File: src/core/isa_io_recovery_decode_cfg_consts.vh
// Register offsets, field positions, reset values and timing counts.
`ifndef ISA_IO_RECOVERY_DECODE_CFG_CONSTS_VH
`define ISA_IO_RECOVERY_DECODE_CFG_CONSTS_VH

// ----------------------------------------------------------------------
// Register indices (byte address is four times the index)
// ----------------------------------------------------------------------
`define IDX_IO_RECOVERY   8'h51
`define IDX_ROM_CONTROL   8'h52
`define IDX_INTERNAL_LO   8'h53
`define IDX_INTERNAL_HI   8'h5a
`define IDX_DECODE_TWO    8'h5b

// ----------------------------------------------------------------------
// Reset values
// ----------------------------------------------------------------------
`define RST_IO_RECOVERY   8'h00
`define RST_ROM_CONTROL   8'h04
`define RST_DECODE_TWO    8'h00
`define RST_INTERNAL      8'h00

// ----------------------------------------------------------------------
// Field positions
// ----------------------------------------------------------------------
`define REC8_MSB          7
`define REC8_LSB          4
`define REC16_MSB         3
`define REC16_LSB         0
`define DEC2_RSVD_BIT     6
`define DEC2_POS_BIT      5

// ----------------------------------------------------------------------
// Timing counts in clocks
// ----------------------------------------------------------------------
`define FIXED_IO_DELAY    5'h01
`define FIELD_BASE_DELAY  5'h01

`endif

File: src/core/isa_io_recovery_decode_cfg.v
// ISA I/O recovery timing and BIOS ROM decode configuration registers.
//
// Operation
// - Bits 7:4 of the recovery register set the gap after 8-bit I/O cycles.
// - Bits 3:0 of the recovery register set the gap after 16-bit I/O cycles.
// - Each programmed gap comes on top of a fixed one-clock delay.
// - A field of zero gives one clock and all ones give sixteen clocks.
// - Decode control two sits at index 5Bh and resets to 00h.
// - Bit 5 of decode control two picks positive (1) or subtractive (0).
// - ROM control sits at index 52h and resets to 04h.
`timescale 1ns/1ns
`include "isa_io_recovery_decode_cfg_consts.vh"

module isa_io_recovery_decode_cfg (
  input  wire        I_SYS_CLK,
  input  wire        I_SRST,
  input  wire        i_psel,
  input  wire        i_penable,
  input  wire        i_pwrite,
  input  wire [11:0] i_paddr,
  input  wire [31:0] i_pwdata,
  output reg         o_pready,
  output reg  [31:0] o_prdata,
  output reg         o_pslverr,
  input  wire        i_io_cmd_active,
  input  wire        i_io_cycle_16bit,
  output reg         o_io8_ready,
  output reg         o_io16_ready,
  input  wire        i_rom_hit,
  output reg         o_rom_claim_fast,
  output reg         o_rom_claim_subtractive,
  output reg  [7:0]  o_rom_control
);

  // ----------------------------------------------------------------------
  // Register file
  // ----------------------------------------------------------------------
  reg  [7:0]  io_recovery_q;
  reg  [7:0]  decode_two_q;
  reg  [7:0]  internal_q [0:7];
  reg  [31:0] rdata_d;
  reg         err_d;
  wire [7:0]  idx;
  wire        addr_ok;
  wire        setup;
  wire        wr_en;
  wire [2:0]  int_sel;
  integer     k;

  assign idx     = i_paddr[9:2];
  assign addr_ok = (i_paddr[1:0] == 2'h0) && (i_paddr[11:10] == 2'h0);
  assign setup   = i_psel & ~i_penable & ~o_pready;
  assign wr_en   = i_psel & i_penable & o_pready & i_pwrite & ~o_pslverr;
  assign int_sel = idx[2:0] - 3'h3;

  // Read data and error are formed in the setup cycle so the answer
  // can come straight from flip-flops with no wait state.
  always @* begin
    rdata_d = 32'h0;
    err_d   = 1'b0;
    if (!addr_ok) begin
      err_d = 1'b1;
    end else if (idx == `IDX_IO_RECOVERY) begin
      rdata_d = {24'h0, io_recovery_q};
    end else if (idx == `IDX_ROM_CONTROL) begin
      rdata_d = {24'h0, o_rom_control};
    end else if (idx == `IDX_DECODE_TWO) begin
      rdata_d = {24'h0, decode_two_q};
    end else if (idx >= `IDX_INTERNAL_LO && idx <= `IDX_INTERNAL_HI) begin
      rdata_d = {24'h0, internal_q[int_sel]};
    end else begin
      err_d = 1'b1;
    end
  end

  // ----------------------------------------------------------------------
  // APB answer
  // ----------------------------------------------------------------------

  // Ready is never raised two cycles running, so a master that keeps
  // penable high one cycle too long cannot trigger a second write.
  always @(posedge I_SYS_CLK) begin
    if (I_SRST) begin
      o_pready  <= 1'b0;
      o_prdata  <= 32'h0;
      o_pslverr <= 1'b0;
    end else begin
      o_pready  <= setup;
      o_prdata  <= setup ? rdata_d : 32'h0;
      o_pslverr <= setup & err_d;
    end
  end

  // ----------------------------------------------------------------------
  // Register writes
  // ----------------------------------------------------------------------

  // A refused access raises the error flag, which also blocks its write.
  always @(posedge I_SYS_CLK) begin
    if (I_SRST) begin
      io_recovery_q <= `RST_IO_RECOVERY;
      o_rom_control <= `RST_ROM_CONTROL;
      decode_two_q  <= `RST_DECODE_TWO;
      for (k = 0; k < 8; k = k + 1) begin
        internal_q[k] <= `RST_INTERNAL;
      end
    end else if (wr_en) begin
      if (idx == `IDX_IO_RECOVERY) begin
        io_recovery_q <= i_pwdata[7:0];
      end
      if (idx == `IDX_ROM_CONTROL) begin
        o_rom_control <= i_pwdata[7:0];
      end
      if (idx == `IDX_DECODE_TWO) begin
        // The reserved bit is held at zero whatever software writes.
        decode_two_q <= i_pwdata[7:0] & ~(8'h01 << `DEC2_RSVD_BIT);
      end
      // Internal words are plain storage; software should leave them.
      if (idx >= `IDX_INTERNAL_LO && idx <= `IDX_INTERNAL_HI) begin
        internal_q[int_sel] <= i_pwdata[7:0];
      end
    end
  end

  // ----------------------------------------------------------------------
  // I/O recovery timers, one per cycle width
  // ----------------------------------------------------------------------
  reg        cmd_q;
  wire       cmd_end;
  wire [1:0] done;

  // The engine is trusted to wait for ready; a strobe that starts early
  // restarts nothing here and is only timed again when it ends.

  assign cmd_end = cmd_q & ~i_io_cmd_active;

  always @(posedge I_SYS_CLK) begin
    if (I_SRST) begin
      cmd_q <= 1'b0;
    end else begin
      cmd_q <= i_io_cmd_active;
    end
  end

  // ----------------------------------------------------------------------
  // Per-width counters
  // ----------------------------------------------------------------------

  genvar w;
  generate
    for (w = 0; w < 2; w = w + 1) begin : g_rec
      reg  [4:0] cnt_q;
      reg  [4:0] cnt_d;
      reg        width_q;
      wire [3:0] field;
      wire       mine;

      // Lane 0 times 8-bit cycles, lane 1 times 16-bit cycles.
      assign field = (w == 0) ?
        io_recovery_q[`REC8_MSB:`REC8_LSB] :
        io_recovery_q[`REC16_MSB:`REC16_LSB];
      assign mine  = (width_q == (w == 1));

      always @* begin
        cnt_d = cnt_q;
        if (cmd_end && mine) begin
          // Fixed controller delay plus field+1 programmed clocks.
          cnt_d = `FIXED_IO_DELAY + `FIELD_BASE_DELAY + {1'b0, field};
        end else if (cnt_q != 5'h00) begin
          cnt_d = cnt_q - 5'h01;
        end
      end

      always @(posedge I_SYS_CLK) begin
        if (I_SRST) begin
          cnt_q   <= 5'h00;
          width_q <= 1'b0;
        end else begin
          cnt_q <= cnt_d;
          if (i_io_cmd_active) begin
            width_q <= i_io_cycle_16bit;
          end
        end
      end

      assign done[w] = (cnt_d == 5'h00) && !(cmd_end && mine);
    end
  endgenerate

  // ----------------------------------------------------------------------
  // Ready outputs
  // ----------------------------------------------------------------------

  always @(posedge I_SYS_CLK) begin
    if (I_SRST) begin
      o_io8_ready  <= 1'b1;
      o_io16_ready <= 1'b1;
    end else begin
      o_io8_ready  <= done[0];
      o_io16_ready <= done[1];
    end
  end

  // ----------------------------------------------------------------------
  // ROM decode claim
  // ----------------------------------------------------------------------
  wire pos_decode;

  assign pos_decode = decode_two_q[`DEC2_POS_BIT];

  // Both claims register one clock after the hit; bit 5 picks positive or subtractive.
  always @(posedge I_SYS_CLK) begin
    if (I_SRST) begin
      o_rom_claim_fast        <= 1'b0;
      o_rom_claim_subtractive <= 1'b0;
    end else begin
      o_rom_claim_fast        <= i_rom_hit & pos_decode;
      o_rom_claim_subtractive <= i_rom_hit & ~pos_decode;
    end
  end

endmodule

File: config.mk
export PLATFORM = sky130hd
export DESIGN_NAME = isa_io_recovery_decode_cfg
export DESIGN_NICKNAME = d
export VERILOG_FILES = /design/src/core/isa_io_recovery_decode_cfg.v
export VERILOG_INCLUDE_DIRS = /design/src /design/src/core
export SDC_FILE = /design/constraint.sdc
export NUM_CORES = 1
export LEC_CHECK = 0
export ABC_AREA = 1
export BUFFER_PORTS_ARGS = -buffer_cell sky130_fd_sc_hd__buf_2
export CAP_MARGIN = 20
export CORE_MARGIN = 2
export CORE_UTILIZATION = 56
export DETAILED_ROUTE_END_ITERATION = 8
export PLACE_DENSITY_LB_ADDON = 0.2
export SLEW_MARGIN = 5
export SYNTH_ARGS = -nofsm -noshare
export SYNTH_HDL_FRONTEND = slang
export SYNTH_SLANG_ARGS = --single-unit
File: constraint.sdc
create_clock -name I_SYS_CLK -period 3.12 [get_ports I_SYS_CLK]
set_input_delay 0.624 -clock I_SYS_CLK [delete_from_list [all_inputs] [get_ports I_SYS_CLK]]
set_output_delay 0.624 -clock I_SYS_CLK [all_outputs]
set_load 0.01 [all_outputs]
; ---- Word level (Yosys, flattened, before mapping)
; Memory sizes are Yosys's and may differ from the RTL's.
; Index checks and enable logic that the tools add are counted.
[classes]
n_reduce_logical = 20
bitwise = 18
n_lt_le_gt_ge = 2
addsub = 5
n_mux = 22
n_eq_ne = 3
[ops]
columns = cell, count
row1 = $mux W8, 5
row2 = $eq A8 B7 Y1 const B, 3
row3 = $mux W5, 4
row4 = $mux W1, 12
row5 = $add A2 B4 Y5 const A, 2
row6 = $and A1 B1 Y1, 10
row7 = $logic_not A5 Y1, 2
row8 = $reduce_bool A5 Y1, 2
row9 = $sub A5 B1 Y5 const B, 2
row10 = $ge A8 B7 Y1 const B, 1
row11 = $le A8 B7 Y1 const B, 1
row12 = $not A1 Y1, 8
row13 = $reduce_or A8 Y1, 1
row14 = $logic_and A1 B1 Y1, 6
row15 = $reduce_and A2 Y1, 3
row16 = $reduce_or A6 Y1, 1
row17 = $logic_not A2 Y1, 2
row18 = $mux W3, 1
row19 = $reduce_or A3 Y1, 1
row20 = $sub A3 B2 Y3 const B, 1
row21 = $logic_not A1 Y1, 2
[totals]
mem_count = 1
ramBits = 64
ff_bits = 73
[memory_table]
columns = memory, words, width, read_ports, rd_clocked_by_memory_dff, write_ports, line
row1 = internal_q, 8, 8, 1, 0, 8, isa_io_recovery_decode_cfg.v:40  ; reg [7:0] internal_q [0:7];

; ---- Logic depth before layout (Yosys ltp)
; Gate-level depths: netlist of the first run.
[logic_depth]
depth_word = 9
mapped_depth = 13
ltp_nobuf = 12

; ---- Worst setup path before layout of the first run
; No wires, ideal clock.
[synth_path]
path_type = input-to-reg
start = in i_paddr[2]
end = mem internal_q[2][0] (enable)
arrival_time_ns = 2.051
required_time_ns = 2.791
path_slack_ns = 0.740
n_path_buf = 1
cell_stages = 13
cell_sequence = inv_2 > buf_2 > ha_1 > inv_1 > nor2_1 > nand2_1 > nand2_1 > nand2_1 > inv_2 > nand2_2 > nor2_4 > nand2_2 > nand2_1
[synth_lines]
columns = element, line
row1 = start: declaration, isa_io_recovery_decode_cfg.v:20  ; input wire [11:0] i_paddr,
row2 = end: declaration, isa_io_recovery_decode_cfg.v:40

==> results of run 1 <==
==> sequential cells by signal, indices dropped and copies added (netlist names) <==
| name | count |
|---|---|
| g_rec.mine | 1 |
| io_recovery_q | 8 |
| decode_two_q | 7 |
| o_prdata | 8 |
| o_pready | 1 |
| o_rom_control | 8 |
| o_io8_ready | 1 |
| o_io16_ready | 1 |
| o_rom_claim_subtractive | 1 |
| o_pslverr | 1 |
| o_rom_claim_fast | 1 |
| g_rec.cnt_q | 10 |
| cmd_q | 1 |
| internal_q | 64 |
==> through the flow <==
step / cells / setup slack (ns) / instance area [sq um] / hold WS, ns / power (mW)
after floorplan: 701 / 0.7403 / 5623 / 0.4149 / 2.215
after global placement: 842 / 0.5297 / 5801 / 0.4574 / 2.329
after detailed placement: 842 / 0.5051 / 5801 / 0.4770 / 2.364
after CTS: 874 / 1.004 / 6414 / 0.3275 / 4.267
after global routing: 874 / 0.7377 / 6414 / 0.3435 / 4.437
final: 874 / 1.015 / 6414 / 0.3353 / 4.268
==> layer usage <==
metal	GRT usage, %	part of all wire (%)	vias up
li1	-	-	2228
met1	34.16	43	2078
met2	38.81	47	188
met3	6.048	7.6	35
met4	12.25	2.6	0
met5	0	0	-
==> where the power goes <==
group          internal, mW  total (mW)  switching [mW]
Sequential             1.66        1.69          0.0322
Clock                  1.23        1.92           0.688
Combinational         0.224       0.659           0.435
Total                  3.11        4.27            1.16
==> cell type report <==
class	count	area [sq um]	area share (%)
tap	133	166.4	2.595
clock buffer	24	555.5	8.662
inverter	66	247.7	3.863
multi-input combinational	474	2186	34.08
clock inverter	8	57.56	0.8974
timing repair buffer	56	297.8	4.643
sequential	113	2903	45.26
==> critical path: stages <==
cell     delay, ns
buf_2         0.15
inv_2         0.07
ha_1          0.17
inv_1         0.05
nor2_1        0.10
nand2_1       0.06
nand2_1       0.08
nand2_1       0.11
inv_2         0.11
nand2_2       0.10
nor2_4        0.18
nand2_2       0.17
nand2_1       0.34
==> synth_stat cells (all sizes together) <==
master	instances	share of area, %
o211ai	1	0.14
clkinv	2	0.14
nand4	4	0.56
nor3b	2	0.27
clkbuf	15	1.0
conb	1	0.068
xor2	2	0.32
edfxtp	64	35
o22a	1	0.16
or2	20	2.3
a21oi	38	3.4
a31oi	2	0.23
o21ai	54	4.9
nor4	1	0.11
buf	33	4.2
dfxtp	49	18
nand2	168	12
nand3	22	2.0
o21bai	3	0.41
inv	64	4.3
o21a	1	0.14
ha	7	1.6
nor2	118	8.9
nor3	4	0.36
xnor2	2	0.32
==> worst min path at each step <==
stage | endpoint | cells after the start | start
after floorplan | o_rom_claim_subtractive | 1 | decode_two_q[5]
after global placement | o_rom_claim_subtractive | 1 | decode_two_q[5]
after detailed placement | o_rom_claim_subtractive | 1 | decode_two_q[5]
after CTS | o_rom_claim_fast | 3 | i_rom_hit
after global routing | o_rom_claim_fast | 3 | i_rom_hit
final | o_rom_claim_fast | 3 | i_rom_hit
==> cell families after synthesis <==
group           Yosys count  share of synthesized area [%]
simple gates            339                          26.26
buf+inv                 114                          9.650
flops                   113                          52.43
compound gates          100                          9.378
fa+ha+maj                 7                          1.582
xor+xnor                  4                         0.6329
other cells               1                        0.06773
==> impl_summary.log, run 1 <==
[metrics] achievable clock frequency: 475.0 MHz
[metrics] total vias in the final route: about 4,500
[metrics] DRC violation total after the first TritonRoute iteration: roughly 320
[metrics] Global Route Usage Sum: about a quarter
[metrics] total negative slack for setup checks: 0 ns
[metrics] Layout Utilization: roughly 66%
[metrics] final weighted congestion in routability-driven placement: ~0.91
[metrics] total I/O pin count: roughly 100
[metrics] final routed DRC violation total: 0
[metrics] pins over their slew limit: 0
[metrics] root buffer selected by CTS: clkbuf_8
[metrics] setup repair after global routing missed its margin: false
[metrics] clock-pin slew of the registers on the worst-case setup and hold paths: ~0.060 ns
[metrics] hold bufs inserted after CTS: 0
[metrics] number of storage elements in the synthesis netlist: between 100 and 150
[metrics] effective utilization at floorplan: 57.17%
[metrics] Synth cell types: 32
[metrics] run status: finished, final reports clean
[metrics] first drt pass iteration count: 6
[metrics] CTS tree: built
[metrics] maximum vdd ir drop: ~0.5 mV
[metrics] CTS buffer count: 17
[metrics] n_diodes: 0
[metrics] number of clock sinks seen by CTS: 113
[metrics] Worst Tran Pin Value: between 0.6 and 0.7 ns
[metrics] Syn Area/Cell: between 8 and 9 sq um
[metrics] Clock Latency Late Sink: 0.53 ns
[metrics] normalized max-slew margin: between 50% and 60%
[metrics] die span in y: about 100 um
[metrics] Critical Path Fanout Max: 9
[metrics] fin nets: 787
[metrics] Filler Cell Count: approximately 800
[metrics] Routed wire per std cell: 14.84 um
[metrics] worst hold path class: primary input to flop
[metrics] synth-to-layout area growth: 15.84%
[metrics] sequential fraction of the synthesis area: between 50% and 60%
[metrics] commonest non-fill, non-tap cells in the layout: nand2_1 (158), nor2_1 (109), edfxtp_1 (64)
[metrics] number of buffers between clock root and the deepest sink: 2
[metrics] crit path capture: internal_q[2][2]
[metrics] share of the clock period used by the worst path: about two thirds
[metrics] CTS H-tree depth: 4
[metrics] average via count per standard cell: 5.182
[metrics] Lkg Pwr: just under 3 nW
[metrics] Crit Reg-Reg Endpoint: internal_q[2][2]
[metrics] remaining number of nets flagged by the antenna check after routing: 0
[metrics] Setup crit end kind: flop
[metrics] kind of critical path: primary input to flop
[metrics] number of buffers added on ports: 49
[metrics] fraction of layout instances using a drive strength above 1: between 15 and 20%
[metrics] # rows: 36
[metrics] wire length of the first global-routing pass: between 15 and 20 mm
[metrics] count of final setup violators: 0
[metrics] startpoint of the worst register-to-register path: o_pready
[metrics] Worst R2R Path Depth: 8
[metrics] vias in the first global route: roughly 4,000
[metrics] Worst Path Required: 3.31 ns
[metrics] Die Area: around 11,000 sq um
[metrics] ratio of total power to cell area: around 670 nW/um^2
[metrics] final clock skew: ~0.0063 ns
[metrics] number of antenna violations at the first check in global routing: 0
[metrics] die width: ~100 um
[metrics] core footprint: ~9700 sq um
[metrics] beginning of the critical path: i_paddr[2]
[metrics] final critical-path required period: ~2.1 ns
[metrics] minimum setup slack among reg-to-reg paths: around 1.2 ns
[metrics] half-perimeter wire length after placement: around 8.6 mm
[metrics] largest net degree at the start of global routing: 34
[metrics] aggregate routed wire length: 12.97 mm
[metrics] arrival time at the worst endpoint: between 2 and 2.5 ns
[metrics] final hold vios: 0
[metrics] Max Cap Viol: 0
[metrics] type of element launching the critical path: primary input
[metrics] most frequent standard cell in the layout excluding fill and tap cells: nand2_1
[metrics] Yosys warning count: 0
[metrics] synthesized cell area: roughly 5500 sq um
[metrics] post-CTS resize count: 0
[metrics] final global-route overflow total: 0
[metrics] Post-CTS Setup Inserts: 0
[metrics] Syn Inst Count: 678
(Power assumes the default switching activity.)
==> run 2, diff against run 1 <==
--- a/config.mk
+++ b/config.mk
@@ -10,7 +10,7 @@
 export BUFFER_PORTS_ARGS = -buffer_cell sky130_fd_sc_hd__buf_2
 export CAP_MARGIN = 20
 export CORE_MARGIN = 2
-export CORE_UTILIZATION = 56
+export CORE_UTILIZATION = 51
 export DETAILED_ROUTE_END_ITERATION = 8
 export PLACE_DENSITY_LB_ADDON = 0.2
 export SLEW_MARGIN = 5
==> constraint.sdc (replaced) <==
create_clock -name I_SYS_CLK -period 1.8 [get_ports I_SYS_CLK]
set_input_delay 0.36 -clock I_SYS_CLK [delete_from_list [all_inputs] [get_ports I_SYS_CLK]]
set_output_delay 0.36 -clock I_SYS_CLK [all_outputs]
set_load 0.01 [all_outputs]
==> run 2 against run 1 <==
  * Clock skew decreased by 0.0011 ns
  * Register-to-register slack got worse by 1.0 ns
  * Combinational power increased by 85%
  * Critical path type is now flop to flop
  * Wire length increased by 4.0%
  * Worst hold slack got worse by 0.28 ns
  * Cell count increased by 5.3%
  * Critical endpoint is now internal_q[5][5]
==> impl_summary.log, run 2 (same netlist as run 1, synthesis figures left out) <==
[metrics] Seq pwr share: about two fifths
[metrics] flip-flop count of the largest register after layout: 64
[metrics] number of antenna violations at the first check in global routing: 1
[metrics] number of clock sinks seen by CTS: 113
[metrics] Most flops, register: internal_q
[metrics] run status: finished, final reports clean
[metrics] maximum vdd ir drop: slightly above 1 mV
[metrics] Worst Tran Pin Value: roughly 0.62 ns
[metrics] part of the total power dissipated in combinational logic: about 17%
[metrics] final critical-path required period: 1.668 ns
[metrics] largest net degree at the start of global routing: 34
[metrics] # rows: 38
[metrics] internal portion of total power: ~5.3 mW
[metrics] type of element launching the critical path: flop
[metrics] share of the clock period used by the worst path: 92.67%
[metrics] Lkg Pwr: 3.226 nW
[metrics] Max Cap Viol: 0
[metrics] n_diodes: 0
[metrics] CTS H-tree depth: 4
[metrics] total chip power: 7.369 mW
[metrics] Setup crit end kind: flop
[metrics] count of final setup violators: 0
[metrics] area of the multi-input gates: around 2300 sq um
[metrics] wire length of the first global-routing pass: between 20 and 25 mm
[metrics] final clock skew: roughly 0.0052 ns
[metrics] worst hold path class: primary input to flop
[metrics] cell depth of the worst hold path: 3
[metrics] first drt pass iteration count: 5
[metrics] Worst Hold Slack: 0.05964 ns
[metrics] normalized max-slew margin: about three fifths
[metrics] sequential cell area: around 2900 sq um
[metrics] clock share of power: 43.8%
[metrics] CTS buffer count: 17
[metrics] DRC violation total after the first TritonRoute iteration: around 420
[metrics] final worst setup slack: around 0.13 ns
[metrics] kind of critical path: flop to flop
[metrics] fraction of layout instances using a drive strength above 1: between 20% and 30%
[metrics] root buffer selected by CTS: clkbuf_8
[metrics] Filler Cell Count: 883
[metrics] Worst Path Required: between 2 and 2.5 ns
[metrics] die width: between 100 and 150 um
[metrics] final weighted congestion in routability-driven placement: between 0.9 and 1
[metrics] achievable clock frequency: between 500 and 600 MHz
[metrics] average via count per standard cell: between 4 and 5
[metrics] vias in the first global route: about 4,200
[metrics] Clock Latency Late Sink: between 0.5 and 0.6 ns
[metrics] effective utilization at floorplan: 51.75%
[metrics] clock-pin slew of the registers on the worst-case setup and hold paths: around 0.060 ns
[metrics] CTS tree: built
[metrics] remaining number of nets flagged by the antenna check after routing: 0
[metrics] arrival time at the worst endpoint: ~2.1 ns
[metrics] ratio of total power to cell area: ~1100 nW/um^2
[metrics] Global Route Usage Sum: roughly a quarter
[metrics] core footprint: about 11,000 sq um
[metrics] pins over their slew limit: 0
[metrics] die span in y: about 110 um
[metrics] aggregate routed wire length: between 10 and 15 mm
[metrics] number of buffers between clock root and the deepest sink: 2
[metrics] top flop regs: internal_q: 64 flops, g_rec.cnt_q: 10 flops
[metrics] Die Area: 11,710 sq um
[metrics] final hold vios: 0
[metrics] final global-route overflow total: 0
[metrics] fin nets: ~830
[metrics] total I/O pin count: between 90 and 100
[metrics] half-perimeter wire length after placement: roughly 9.3 mm
[metrics] switching power share of the total: approximately 28%
[metrics] Critical Path Fanout Max: 8
[metrics] commonest non-fill, non-tap cells in the layout: nand2_1 (149), nor2_1 (109), edfxtp_1 (64)
[metrics] switching power total: ~2.1 mW
[metrics] most frequent standard cell in the layout excluding fill and tap cells: nand2_1
[metrics] Routed wire per std cell: roughly 15 um
[metrics] synth-to-layout area growth: 22.98%
[metrics] total vias in the final route: roughly 4,600
[metrics] final routed DRC violation total: 0
[metrics] number of buffers added on ports: ~50
[metrics] Worst R2R Path Depth: 9
[metrics] setup repair after global routing missed its margin: false
[metrics] setup slack at placement: -0.2282 ns
==> run 2: cell types whose count changed in the layout (fill, tap and decap cells not counted), moves of 2 or more <==
cell / before / now
buf_4: 7 / 45
nand2_4: 0 / 13
nand2_1: 158 / 149
inv_6: 0 / 5
nand2_2: 10 / 6
clkbuf_16: 20 / 17
clkbuf_8: 4 / 2
clkinv_4: 3 / 1
==> run 2: final cells by class <==
class	instances	share of cell area, %
Clock inverter	13	1.764
Inverter	66	3.877
Timing Repair Buffer	95	8.857
Sequential cell	113	42.63
Tap cell	140	2.573
Clock buffer	19	6.652
Multi-Input combinational cell	474	33.65
==> run 2: per-stage QoR <==
step,utilization [%],TNS [ns],cells,cell area [sq um]
floorplan,-,-2.031,701,5749
global placement,58.25,-21.60,888,6231
detailed placement,58.25,-25.37,888,6231
CTS,63.60,0,920,6804
global route,63.65,0,920,6809
finish,63.65,0,920,6809
==> run 2: repair_timing <==
item	4_1_cts	5_1_grt
gates resized for setup	0	1
setup endpoints to repair	0	1
buffers inserted	0	0
hold buffers	0	0
==> run 2: worst paths after layout <==
path / from / end / slack [ns]
worst min register to register: decode_two_q[5] / o_rom_claim_subtractive / 0.47
worst max register to register: o_pready / internal_q[5][5] / 0.13
worst min-delay path: i_io_cycle_16bit / g_rec[1].mine / 0.06
worst max-delay path: o_pready / internal_q[5][5] / 0.13
==> run 2: power by group through the flow <==
stage          sequential [mW]  combinational (mW)  clock (mW)
6_report                  2.93                1.22        3.23
3_3_place_gp              2.97                1.15           0
2_1_floorplan             2.98               0.884           0
4_1_cts                   2.93                1.20        3.27
3_5_place_dp              2.98                1.19           0
5_1_grt                   2.94                1.39        3.37
==> run 2: worst max-delay path, cell delays in order (launching register included) <==
cell and delay [ns]:
dfxtp_1 0.36, nand2_1 0.06, nor2_1 0.09, nand3_1 0.10, nor2_1 0.22, nand2_4 0.10
nor2_4 0.19, nand2_2 0.11, buf_4 0.18, nor2_1 0.11
==> run 2: layer usage <==
| layer | vias to the layer above | wire [um] | global-route usage [%] |
|---|---|---|---|
| met1 | 2077 | 5932 | 32.83 |
| met5 | - | 13 | 0 |
| met3 | 28 | 938 | 7.173 |
| met4 | 2 | 376 | 11.45 |
| met2 | 157 | 6224 | 37.47 |
| li1 | 2318 | - | - |
